--- src/rtl/cssw_pkg.sv ---
// constants and types for the clock source, prescaler and sleep wake block
// assumes a 32-bit classic wishbone register port and a 125 MHz block clock
package cssw_pkg;

    // register byte addresses
    localparam logic [7:0] ADDR_SLEEP_CTRL = 8'h00;
    localparam logic [7:0] ADDR_PRESC_CTRL = 8'h04;
    localparam logic [7:0] ADDR_SYS_CTRL2  = 8'h08;
    localparam logic [7:0] ADDR_CLK_CFG    = 8'h0C;
    localparam logic [7:0] ADDR_STATUS     = 8'h10;

    // sleep_wake_control fields
    localparam int SW_PULL_BIT = 3;
    localparam int SW_DIS_BIT  = 2;
    localparam int SW_SEL_HI   = 1;
    localparam int SW_SEL_LO   = 0;
    localparam logic [3:0] SLEEP_CTRL_RST = 4'h0;

    // prescaler_control fields
    localparam int PC_EXT_BIT    = 3;
    localparam int PC_CLR_BIT    = 2;
    localparam int PC_IRQSEL_BIT = 1;
    localparam int PC_DEB_BIT    = 0;

    // system_control_two and clock configuration fields
    localparam int SC2_OSC_STOP_BIT = 0;
    localparam int CFG_DIV_LSB      = 0;
    localparam int CFG_RCF_LSB      = 4;
    localparam int CFG_BASE_BIT     = 7;
    localparam int CFG_DEBOPT_BIT   = 8;
    localparam logic [2:0] DIV_MAX_SEL = 3'h4;

    // status fields
    localparam int ST_SRC_BIT  = 16;
    localparam int ST_ARM_BIT  = 17;
    localparam int ST_WAKE_BIT = 18;

    // prescaler chain: index i holds tap number 15 - i
    localparam int PRESC_W = 15;
    localparam logic [14:0] PRESC_POR      = 15'h4000;
    localparam logic [14:0] PRESC_CLR_KEEP = 15'h0001;
    localparam logic [14:0] PRESC_CLR_SET  = 15'h4000;
    localparam logic [14:0] PRESC_ZERO     = 15'h0000;
    localparam int TAP_CK1  = 14;
    localparam int TAP_CK4  = 11;
    localparam int TAP_CK7  = 8;
    localparam int TAP_CK8  = 7;
    localparam int TAP_CK11 = 4;
    localparam int TAP_CK14 = 1;

    // sleep timeouts in half periods of the low speed clock (3, 31, 255, 2047 for 1.5, 15.5, 127.5, 1023.5 periods)
    localparam logic [14:0] WAKE_HALF_0 = 15'h0003;
    localparam logic [14:0] WAKE_HALF_1 = 15'h001F;
    localparam logic [14:0] WAKE_HALF_2 = 15'h00FF;
    localparam logic [14:0] WAKE_HALF_3 = 15'h07FF;

    // wake reset length in system clock periods
    localparam logic [3:0] WAKE_RST_CYCLES = 4'hC;

    typedef enum logic [1:0] {
        SRC_RC  = 2'b01,
        SRC_EXT = 2'b10
    } cssw_src_t;

endpackage

--- src/rtl/cssw_top.sv ---
// clock source select, four stage divider, fifteen stage prescaler and sleep wake counter
// assumes rst_i is power-on reset, sys_reset_i carries the other system resets,
// rc_clk_i and ext_clk_i are slow asynchronous clock pins sampled by clk_i
// Summary of operation
// - wake counter runs only in sleep, resets
// - counter armed at sleep entry unless disabled
// - timeout 1.5/15.5/127.5/1023.5 low speed periods
// - bit 3 removes input 4 pull
// - wake counter reuses the prescaler chain
// - prescaler cleared at sleep entry when armed
// - rc after power-on, external when selected
// - glitch-free switch between clock sources
// - oscillator stop only after external selected
// - oscillator stopped during sleep
// - divider passes or divides by 2, 4, 8 or 16
// - rc frequency selectable, two bases
// - fifteen stage binary prescaler chain
// - power-on loads the chain with 4000 (tap 1 set)
// - chain clear: taps 14..2 cleared, tap 1 set
// - fast tick irq on tap 4 or 7
// - one hertz irq on tap 1 rise
// - debounce tap 8, or 11/14 by option
// - power-on reset raises no prescaler interrupt
// - external select cleared by power-on only
// - wake reset held twelve system clocks
`timescale 1ns/100ps
`default_nettype none

module cssw_top (
    input  wire logic        clk_i,
    input  wire logic        rst_i,
    input  wire logic        sys_reset_i,
    input  wire logic        sleep_i,
    input  wire logic        rc_clk_i,
    input  wire logic        ext_clk_i,
    input  wire logic        wb_cyc_i,
    input  wire logic        wb_stb_i,
    input  wire logic        wb_we_i,
    input  wire logic [7:0]  wb_adr_i,
    input  wire logic [3:0]  wb_sel_i,
    input  wire logic [31:0] wb_dat_i,
    output logic      [31:0] wb_dat_o,
    output logic             wb_ack_o,
    output logic             core_clock_o,
    output logic             peripheral_base_clock_o,
    output logic             sys_tick_o,
    output logic      [14:0] prescaler_tap_o,
    output logic             fast_tick_irq_o,
    output logic             one_hz_irq_o,
    output logic             debounce_clock_o,
    output logic             rc_osc_enable_o,
    output logic      [2:0]  rc_freq_sel_o,
    output logic             rc_base_50k_o,
    output logic             input4_pull_remove_o,
    output logic             wake_reset_o
);

    // mask of divider bits that must all be set for one system clock period
    function automatic logic [3:0] div_mask(input logic [2:0] sel);
        case (sel)
            3'h0:    div_mask = 4'h0;
            3'h1:    div_mask = 4'h1;
            3'h2:    div_mask = 4'h3;
            3'h3:    div_mask = 4'h7;
            default: div_mask = 4'hF;
        endcase
    endfunction

    // level of the divided clock for a given ratio
    function automatic logic div_level(input logic [2:0] sel, input logic [3:0] cnt,
                                       input logic src);
        case (sel)
            3'h0:    div_level = src;
            3'h1:    div_level = cnt[0];
            3'h2:    div_level = cnt[1];
            3'h3:    div_level = cnt[2];
            default: div_level = cnt[3];
        endcase
    endfunction

    // pin synchronisers: three stages, filtered level moves when stages two and three agree
    logic [1:0] pin_raw;
    logic [2:0] sync_q [2];
    logic [1:0] pin_f;
    assign pin_raw = {ext_clk_i, rc_clk_i};

    genvar gi;
    generate
        for (gi = 0; gi < 2; gi++) begin : g_sync
            always_ff @(posedge clk_i) begin
                sync_q[gi] <= {sync_q[gi][1:0], pin_raw[gi]};
            end
            always_ff @(posedge clk_i) begin
                if (rst_i) begin
                    pin_f[gi] <= 1'b0;
                end else if (sync_q[gi][2] == sync_q[gi][1]) begin
                    pin_f[gi] <= sync_q[gi][2];
                end
            end
        end
    endgenerate

    wire rc_f  = pin_f[0];
    wire ext_f = pin_f[1];

    // registers
    logic [3:0]  sleep_ctrl;
    logic        ext_sel;
    logic        irq_sel;
    logic        deb_sel;
    logic        osc_stop;
    logic [2:0]  div_sel;
    logic [2:0]  rc_freq;
    logic        rc_base;
    logic        deb_opt;

    // state
    cssw_pkg::cssw_src_t src_state;
    logic        src_prev;
    logic        rc_prev;
    logic [3:0]  div_cnt;
    logic [2:0]  div_act;
    logic [14:0] presc;
    logic        sleep_q;
    logic        scr_armed;
    logic [3:0]  wake_cnt;
    logic        clr_q;
    logic        fast_prev;
    logic        hz_prev;

    // wishbone decode
    wire        bus_req  = wb_cyc_i & wb_stb_i & ~wb_ack_o;
    wire        bus_wr   = bus_req & wb_we_i;
    wire [7:0]  word_adr = {wb_adr_i[7:2], 2'b00};
    wire        hit_sw   = word_adr == cssw_pkg::ADDR_SLEEP_CTRL;
    wire        hit_pc   = word_adr == cssw_pkg::ADDR_PRESC_CTRL;
    wire        hit_sc2  = word_adr == cssw_pkg::ADDR_SYS_CTRL2;
    wire        hit_cfg  = word_adr == cssw_pkg::ADDR_CLK_CFG;
    wire        hit_st   = word_adr == cssw_pkg::ADDR_STATUS;
    wire        wr_lo    = bus_wr & wb_sel_i[0];
    wire        wr_hi    = bus_wr & wb_sel_i[1];
    wire        clr_wr   = wr_lo & hit_pc & wb_dat_i[cssw_pkg::PC_CLR_BIT];

    // sleep and reset conditions
    wire        wake_busy   = wake_cnt != 4'h0;
    wire        soft_rst    = sys_reset_i | wake_busy;
    wire        in_sleep    = sleep_i & ~wake_busy;
    wire        sleep_entry = sleep_i & ~sleep_q & ~wake_busy;
    wire        scr_enable  = ~sleep_ctrl[cssw_pkg::SW_DIS_BIT];
    wire [1:0]  wake_code   = {sleep_ctrl[cssw_pkg::SW_SEL_HI],
                               sleep_ctrl[cssw_pkg::SW_SEL_LO]};
    logic [14:0] wake_limit;
    always_comb begin
        unique case (wake_code)
            2'b00: wake_limit = cssw_pkg::WAKE_HALF_0;
            2'b01: wake_limit = cssw_pkg::WAKE_HALF_1;
            2'b10: wake_limit = cssw_pkg::WAKE_HALF_2;
            2'b11: wake_limit = cssw_pkg::WAKE_HALF_3;
        endcase
    end
    wire        scr_expire  = in_sleep & scr_armed & (presc == wake_limit);

    // clock source switch: changes only while both sources are low
    wire cssw_pkg::cssw_src_t src_want = ext_sel ? cssw_pkg::SRC_EXT : cssw_pkg::SRC_RC;
    wire        switch_ok = (src_state != src_want) & ~rc_f & ~ext_f;
    wire        src_lvl   = (src_state == cssw_pkg::SRC_EXT) ? ext_f : rc_f;
    wire        src_rise  = src_lvl & ~src_prev;
    wire        rc_edge   = rc_f ^ rc_prev;

    // four stage divider
    wire [3:0]  cur_mask  = div_mask(div_act);
    wire        sys_tick  = ~in_sleep & src_rise & ((div_cnt & cur_mask) == cur_mask);
    wire [2:0]  next_div  = (wb_dat_i[cssw_pkg::CFG_DIV_LSB +: 3] > cssw_pkg::DIV_MAX_SEL)
                            ? cssw_pkg::DIV_MAX_SEL : wb_dat_i[cssw_pkg::CFG_DIV_LSB +: 3];

    // prescaler step: system clock while awake, low speed rc half periods in sleep
    wire        presc_step = in_sleep ? (scr_armed & rc_edge) : sys_tick;
    logic [14:0] next_presc;
    always_comb begin
        if (sleep_entry && scr_enable) begin
            next_presc = cssw_pkg::PRESC_ZERO;
        end else if (clr_wr) begin
            next_presc = (presc & cssw_pkg::PRESC_CLR_KEEP) | cssw_pkg::PRESC_CLR_SET;
        end else if (presc_step) begin
            next_presc = presc + 15'h0001;
        end else begin
            next_presc = presc;
        end
    end

    // prescaler taps for interrupts and debouncer
    wire        fast_tap = irq_sel ? presc[cssw_pkg::TAP_CK7] : presc[cssw_pkg::TAP_CK4];
    wire        hz_tap   = presc[cssw_pkg::TAP_CK1];
    wire        deb_tap  = deb_sel ? (deb_opt ? presc[cssw_pkg::TAP_CK14]
                                              : presc[cssw_pkg::TAP_CK11])
                                   : presc[cssw_pkg::TAP_CK8];

    // read mux
    logic [31:0] next_rdata;
    always_comb begin
        next_rdata = 32'h0000_0000;
        if (hit_sw) begin
            next_rdata[3:0] = sleep_ctrl;
        end else if (hit_pc) begin
            next_rdata[cssw_pkg::PC_EXT_BIT]    = ext_sel;
            next_rdata[cssw_pkg::PC_IRQSEL_BIT] = irq_sel;
            next_rdata[cssw_pkg::PC_DEB_BIT]    = deb_sel;
        end else if (hit_sc2) begin
            next_rdata[cssw_pkg::SC2_OSC_STOP_BIT] = osc_stop;
        end else if (hit_cfg) begin
            next_rdata[cssw_pkg::CFG_DIV_LSB +: 3] = div_sel;
            next_rdata[cssw_pkg::CFG_RCF_LSB +: 3] = rc_freq;
            next_rdata[cssw_pkg::CFG_BASE_BIT]     = rc_base;
            next_rdata[cssw_pkg::CFG_DEBOPT_BIT]   = deb_opt;
        end else if (hit_st) begin
            next_rdata[14:0]                    = presc;
            next_rdata[cssw_pkg::ST_SRC_BIT]    = src_state == cssw_pkg::SRC_EXT;
            next_rdata[cssw_pkg::ST_ARM_BIT]    = scr_armed;
            next_rdata[cssw_pkg::ST_WAKE_BIT]   = wake_busy;
        end
    end

    // bus answer: one wait state, ack for one cycle
    always_ff @(posedge clk_i) begin
        if (rst_i) begin
            wb_ack_o <= 1'b0;
            wb_dat_o <= 32'h0000_0000;
        end else begin
            wb_ack_o <= bus_req;
            wb_dat_o <= bus_req ? next_rdata : 32'h0000_0000;
        end
    end

    // registers cleared by power-on only
    always_ff @(posedge clk_i) begin
        if (rst_i) begin
            sleep_ctrl <= cssw_pkg::SLEEP_CTRL_RST;
            ext_sel    <= 1'b0;
            div_sel    <= 3'h0;
            rc_freq    <= 3'h0;
            rc_base    <= 1'b0;
            deb_opt    <= 1'b0;
        end else begin
            if (wr_lo && hit_sw) begin
                sleep_ctrl <= wb_dat_i[3:0];
            end
            if (wr_lo && hit_pc) begin
                ext_sel <= wb_dat_i[cssw_pkg::PC_EXT_BIT];
            end
            if (wr_lo && hit_cfg) begin
                div_sel <= next_div;
                rc_freq <= wb_dat_i[cssw_pkg::CFG_RCF_LSB +: 3];
                rc_base <= wb_dat_i[cssw_pkg::CFG_BASE_BIT];
            end
            if (wr_hi && hit_cfg) begin
                deb_opt <= wb_dat_i[cssw_pkg::CFG_DEBOPT_BIT];
            end
        end
    end

    // registers cleared by any system reset
    always_ff @(posedge clk_i) begin
        if (rst_i || soft_rst) begin
            irq_sel  <= 1'b0;
            deb_sel  <= 1'b0;
            osc_stop <= 1'b0;
        end else begin
            if (wr_lo && hit_pc) begin
                irq_sel <= wb_dat_i[cssw_pkg::PC_IRQSEL_BIT];
                deb_sel <= wb_dat_i[cssw_pkg::PC_DEB_BIT];
            end
            if (wr_lo && hit_sc2) begin
                osc_stop <= wb_dat_i[cssw_pkg::SC2_OSC_STOP_BIT] & ext_sel;
            end
        end
    end

    // clock source and divider
    always_ff @(posedge clk_i) begin
        if (rst_i) begin
            src_state <= cssw_pkg::SRC_RC;
            src_prev  <= 1'b0;
            rc_prev   <= 1'b0;
            div_cnt   <= 4'h0;
            div_act   <= 3'h0;
        end else begin
            if (switch_ok) begin
                src_state <= src_want;
            end
            src_prev <= src_lvl;
            rc_prev  <= rc_f;
            if (sys_tick) begin
                div_cnt <= 4'h0;
                div_act <= div_sel;
            end else if (src_rise && !in_sleep) begin
                div_cnt <= div_cnt + 4'h1;
            end
        end
    end

    // prescaler chain
    always_ff @(posedge clk_i) begin
        if (rst_i) begin
            presc <= cssw_pkg::PRESC_POR;
            clr_q <= 1'b0;
        end else begin
            presc <= next_presc;
            clr_q <= clr_wr;
        end
    end

    // sleep wake counter and wake reset stretch
    always_ff @(posedge clk_i) begin
        if (rst_i) begin
            sleep_q   <= 1'b0;
            scr_armed <= 1'b0;
            wake_cnt  <= 4'h0;
        end else begin
            sleep_q <= sleep_i;
            if (sleep_entry) begin
                scr_armed <= scr_enable;
            end else if (!sleep_i || scr_expire) begin
                scr_armed <= 1'b0;
            end
            if (scr_expire) begin
                wake_cnt <= cssw_pkg::WAKE_RST_CYCLES;
            end else if (wake_busy && sys_tick) begin
                wake_cnt <= wake_cnt - 4'h1;
            end
        end
    end

    // interrupt edges; previous taps start at the power-on chain value so reset is silent
    always_ff @(posedge clk_i) begin
        if (rst_i) begin
            fast_prev       <= cssw_pkg::PRESC_POR[cssw_pkg::TAP_CK4];
            hz_prev         <= cssw_pkg::PRESC_POR[cssw_pkg::TAP_CK1];
            fast_tick_irq_o <= 1'b0;
            one_hz_irq_o    <= 1'b0;
        end else begin
            fast_prev       <= fast_tap;
            hz_prev         <= hz_tap;
            fast_tick_irq_o <= fast_tap & ~fast_prev & ~clr_q;
            one_hz_irq_o    <= hz_tap & ~hz_prev & ~clr_q;
        end
    end

    // registered clock and level outputs
    always_ff @(posedge clk_i) begin
        if (rst_i) begin
            core_clock_o            <= 1'b0;
            peripheral_base_clock_o <= 1'b0;
            sys_tick_o              <= 1'b0;
            prescaler_tap_o         <= cssw_pkg::PRESC_POR;
            debounce_clock_o        <= 1'b0;
        end else begin
            core_clock_o            <= src_lvl;
            peripheral_base_clock_o <= div_level(div_act, div_cnt, src_lvl);
            sys_tick_o              <= sys_tick;
            prescaler_tap_o         <= presc;
            debounce_clock_o        <= deb_tap;
        end
    end

    assign rc_osc_enable_o      = ~osc_stop & ~in_sleep;
    assign rc_freq_sel_o        = rc_freq;
    assign rc_base_50k_o        = rc_base;
    assign input4_pull_remove_o = sleep_ctrl[cssw_pkg::SW_PULL_BIT];
    assign wake_reset_o         = wake_busy;

endmodule // cssw_top

`default_nettype wire

--- config.mk ---
export PLATFORM = sky130hd
export DESIGN_NAME = cssw_top
export DESIGN_NICKNAME = d
export VERILOG_FILES = /design/src/rtl/cssw_pkg.sv /design/src/rtl/cssw_top.sv
export SDC_FILE = /design/constraint.sdc
export NUM_CORES = 1
export LEC_CHECK = 0
export BUFFER_PORTS_ARGS = -buffer_cell sky130_fd_sc_hd__buf_4
export CAP_MARGIN = 25
export CORE_MARGIN = 2
export CORE_UTILIZATION = 47
export DETAILED_ROUTE_END_ITERATION = 7
export MAX_ROUTING_LAYER = met4
export PLACE_DENSITY = 0.76
export SETUP_SLACK_MARGIN = 0.15
export SKIP_CTS_REPAIR_TIMING = 1
export SLEW_MARGIN = 40
export SYNTH_ARGS = -nofsm -noshare
export SYNTH_HDL_FRONTEND = slang
export SYNTH_SLANG_ARGS = --single-unit
--- constraint.sdc ---
create_clock -name clk_i -period 1.7 [get_ports clk_i]
set_input_delay 0.255 -clock clk_i [delete_from_list [all_inputs] [get_ports clk_i]]
set_output_delay 0.255 -clock clk_i [all_outputs]
set_load 0.05 [all_outputs]
==> results.txt <==
----------------------------------------------------
[Worst setup path]
  Worst-path fanout max ... 9
  Endpoint of the worst register-to-register path ... presc[4]$_SDFFE_PP0P_
  Gate family responsible for the most delay along the worst path ... simple AND/OR/NAND/NOR gates
  CP cell instances ... inv_2 -> ha_4 -> and4bb_4 -> nor2_4 -> a22o_1 -> buf_4 -> or4_4 -> a21oi_2
  Reg-to-reg setup timing slack ... -0.27 ns
  Worst Reg-to-Reg Cells ... 8
  CP Data Arrival Time ... 2.26 ns
  Stage delay of the slowest cell on the critical path ... 0.48 ns
  Slowest cell on crit path ... sky130_fd_sc_hd__or4_4
  Kind of start point of the critical path ... flip-flop
  Number of cells on the critical path ... 8
  Type of the setup path with the least slack ... flip-flop to flip-flop
  Req. time, crit path ... 1.99 ns
  Reg-to-Reg Start ... wake_cnt[1]$_SDFFE_PP0P_
  Total buffers and inverters traversed by the critical path ... 2
  Type of element capturing the critical path ... flip-flop

[Global routing]
  Via count of the first global-routing pass ... 3536
  Global-route wire length before repair ... 16.03 mm
  GRT Overall Usage ... 0.2288
  Initial antenna violation count ... 0
  Largest net degree at the start of global routing ... 39
  Overflow after GRT ... 0

[STA]
  Period minus WS final ... 1.972 ns
  Unrepaired setup endpoints after global routing ... true
  Number of setup violations in the final report ... 21
  Final hold vios ... 0
  Slew Viols, Final ... 0
  Final Worst Setup Slack ... -0.2720 ns
  Worst clock skew ... 0.008201 ns
  Final worst path period share ... 1.160
  F_max ... 507.1 MHz

[Cells and area]
  Fraction of layout instances using a drive strength above 1 ... 0.4212
  Top library cells by usage in the layout, fill and taps aside ... sky130_fd_sc_hd__buf_4 (143), sky130_fd_sc_hd__dfxtp_1 (87), sky130_fd_sc_hd__a21oi_1 (32)
  Fill cells ... 608
  Final antenna diode count ... 0
  Final nets ... 636
  Area overhead of the layout relative to synthesis ... 41.87%
  Final Non-Filler Cells ... 689
  Fraction of the core area covered by cells at the end of the flow ... 0.6909
  Most common cell after layout, fill and taps aside ... sky130_fd_sc_hd__buf_4

[Placement]
  Worst slack, placed ... -0.2126 ns
  Post-detailed-placement half-perimeter wirelength ... 7.403 mm
  Input/output buffers ... 72
  RePlAce Congestion ... 0.9115
  Instance count after placement with tap cells included ... 664

[CTS]
  Post-CTS clock slew at the launch and capture registers of the worst setup and hold paths ... 0.09 ns
  Clock network latency to the later pin of the worst-skew pair ... 0.36 ns
  Htree depth ... 3
  Clock root buffer ... sky130_fd_sc_hd__clkbuf_8
  Total number of clock tree sinks ... 97
  Clock buffer count from CTS ... 9
  Clock buffer depth ... 2
  CTS tree ... yes

[Synth]
  Largest area contributor in the synthesized netlist ... sky130_fd_sc_hd__dfxtp_1
  Post-Syn Area per Cell ... 9.073 um2
  Yosys warning count ... 0
  Syn Std Cell Area ... 4001 um2
  Portion of synthesized cell area occupied by the leading cell type ... 0.4853
  Fraction of registers with async set/reset ... 0
  Gate Count Post-Synth ... 441
  Count of unique library cells instantiated by Yosys ... 51
  Number of synthesized flops with an enable pin ... 0
  Area contributors post-synth ... sky130_fd_sc_hd__dfxtp_1 (49%), sky130_fd_sc_hd__a21oi_1 (5.4%), sky130_fd_sc_hd__nand3_1 (3.4%), sky130_fd_sc_hd__buf_4 (2.8%), sky130_fd_sc_hd__nand2_1 (2.8%)
  Most used DFF post-synth ... sky130_fd_sc_hd__dfxtp_1
  Flip-flop and latch count after synthesis ... 97
  Share of synthesized area occupied by flip-flops and latches ... 0.4853

[Die]
  Starting density of the core ... 0.4870
  Area of the die ... 9268 um2
  Die Width ... 96.27 um
  Area of the core ... 8217 um2
  Height of the chip ... 96.27 um
  Row count ... 33
  Io pins ... 114

[Routing]
  Highest routing layer actually used ... met4
  Detailed-route via count ... 3825
  DRT antenna net count ... 0
  1st-iter DRT viols ... 289
  Total detailed-routing wirelength ... 10.80 mm
  Final routed DRC violation total ... 0
  Via density ... 5.552
  First-pass iteration count of the detailed router ... 6
  Amount of wire on met3 after detailed routing ... 630 um
  Met1 wire length ... 4.421 mm
  Wire length on met2 ... 5.498 mm
  WL per Instance ... 15.67 um

[Min path]
  Worst min path class ... primary input to flip-flop
  Worst Min Path Start ... wb_dat_i[8]
  Hold path depth ... 3
  Worst hold path endpoint ... deb_opt$_SDFFE_PP0P_

[Power]
  Power Density ... 736.3 nW/um2
  VDD IR max ... 0.0004962 V
  Leakage component of the power ... 2.299 nW
  Total Power Consumption ... 4.180 mW

[Run status]
  Outcome ... finished with violations
  Violations in the final reports ... negative setup slack

[Run]
  Max cap viols ... 0

----------------------------------------------------
cell usage after synthesis, drive strengths merged, types with 3 or more instances:
cell     n
nand3   27
dfxtp   97
clkbuf  13
and4bb   3
xnor2    3
nor3    11
a22o     4
nand2b   7
ha       4
nand2   30
or4     15
nand4b   3
o21ai   16
nor3b    3
a22oi    7
a21oi   43
mux2i    7
nor4     4
nor2b   18
inv     10
o31ai   11
nor2    28
or3      4
and2    14
buf     26
nand4    6
a31oi    3
per-layer routing:
| layer | track usage | up-vias |
|---|---|---|
| li1 | - | 1825 |
| met1 | 0.2688 | 1822 |
| met2 | 0.3941 | 151 |
| met3 | 0.04777 | 27 |
| met4 | 0.06667 | 0 |
| met5 | - | - |
layout make-up:
type	count	area, um2	area share
well taps	105	131.4	0.02314
multi-input cells	309	2176	0.3833
repair buffers	152	1190	0.2096
clock buffers	11	141.4	0.02491
flip-flops and latches	97	1957	0.3447
clock inverters	5	40.04	0.007053
inverters	10	41.29	0.007274
state kept, by name (all words and copies together) (netlist names), 2 cells and up:
register and flops:
div_cnt 4, src_state 2, presc 15, wb_dat_o 18, rc_freq_sel_o 3, sleep_ctrl 4
sync_q 6, div_sel 3, prescaler_tap_o 14, div_act 3, wake_cnt 4
worst reg2reg max path, cell delays in order, from the launching register on:
cell	delay (ns)
sky130_fd_sc_hd__dfxtp_2	0.34
sky130_fd_sc_hd__inv_2	0.08
sky130_fd_sc_hd__ha_4	0.15
sky130_fd_sc_hd__and4bb_4	0.29
sky130_fd_sc_hd__nor2_4	0.05
sky130_fd_sc_hd__a22o_1	0.21
sky130_fd_sc_hd__buf_4	0.17
sky130_fd_sc_hd__or4_4	0.48
sky130_fd_sc_hd__a21oi_2	0.14
where the power goes:
group	total, mW	switching [mW]	internal, mW
Sequential	2.31	0.0151	2.30
Combinational	0.478	0.292	0.186
Clock	1.39	0.806	0.584
kinds of logic (layout without fill, tap and decap cells):
group / after synthesis / count (layout) / synth area share
buffers and inverters: 49 / 178 / 0.06223
AND/OR/NAND/NOR: 181 / 182 / 0.2573
adder cells (fa/ha/maj): 4 / 4 / 0.01251
flip-flops: 97 / 97 / 0.4853
AO/OA/AOI/OAI: 95 / 95 / 0.1442
other: 1 / 14 / 0.0009372
multiplexers: 10 / 10 / 0.02877
XOR/XNOR: 4 / 4 / 0.008757
how the worst max path moves through the flow:
stage | start | end | slack, ns
floorplan | core_clock_o$_SDFF_PP0_ | wake_cnt[2]$_SDFFE_PP0P_ | -0.13
global placement | wake_cnt[1]$_SDFFE_PP0P_ | presc[4]$_SDFFE_PP0P_ | -0.16
detailed placement | wake_cnt[1]$_SDFFE_PP0P_ | presc[10]$_SDFFE_PP0P_ | -0.21
CTS | wake_cnt[1]$_SDFFE_PP0P_ | presc[6]$_SDFFE_PP0P_ | -0.24
global route | wake_cnt[1]$_SDFFE_PP0P_ | presc[4]$_SDFFE_PP0P_ | -0.33
finish | wake_cnt[1]$_SDFFE_PP0P_ | presc[4]$_SDFFE_PP0P_ | -0.27
metrics by stage:
step,cell area [um2],hold WS (ns),setup TNS [ns]
2_1_floorplan,4225,0.2827,-0.8787
3_3_place_gp,5165,0.3099,-2.503
3_5_place_dp,5165,0.3121,-3.824
4_1_cts,5346,-0.01527,-4.012
5_1_grt,5677,0.1564,-5.802
6_report,5677,0.1478,-3.983
Power figures use the tool's default switching activity.
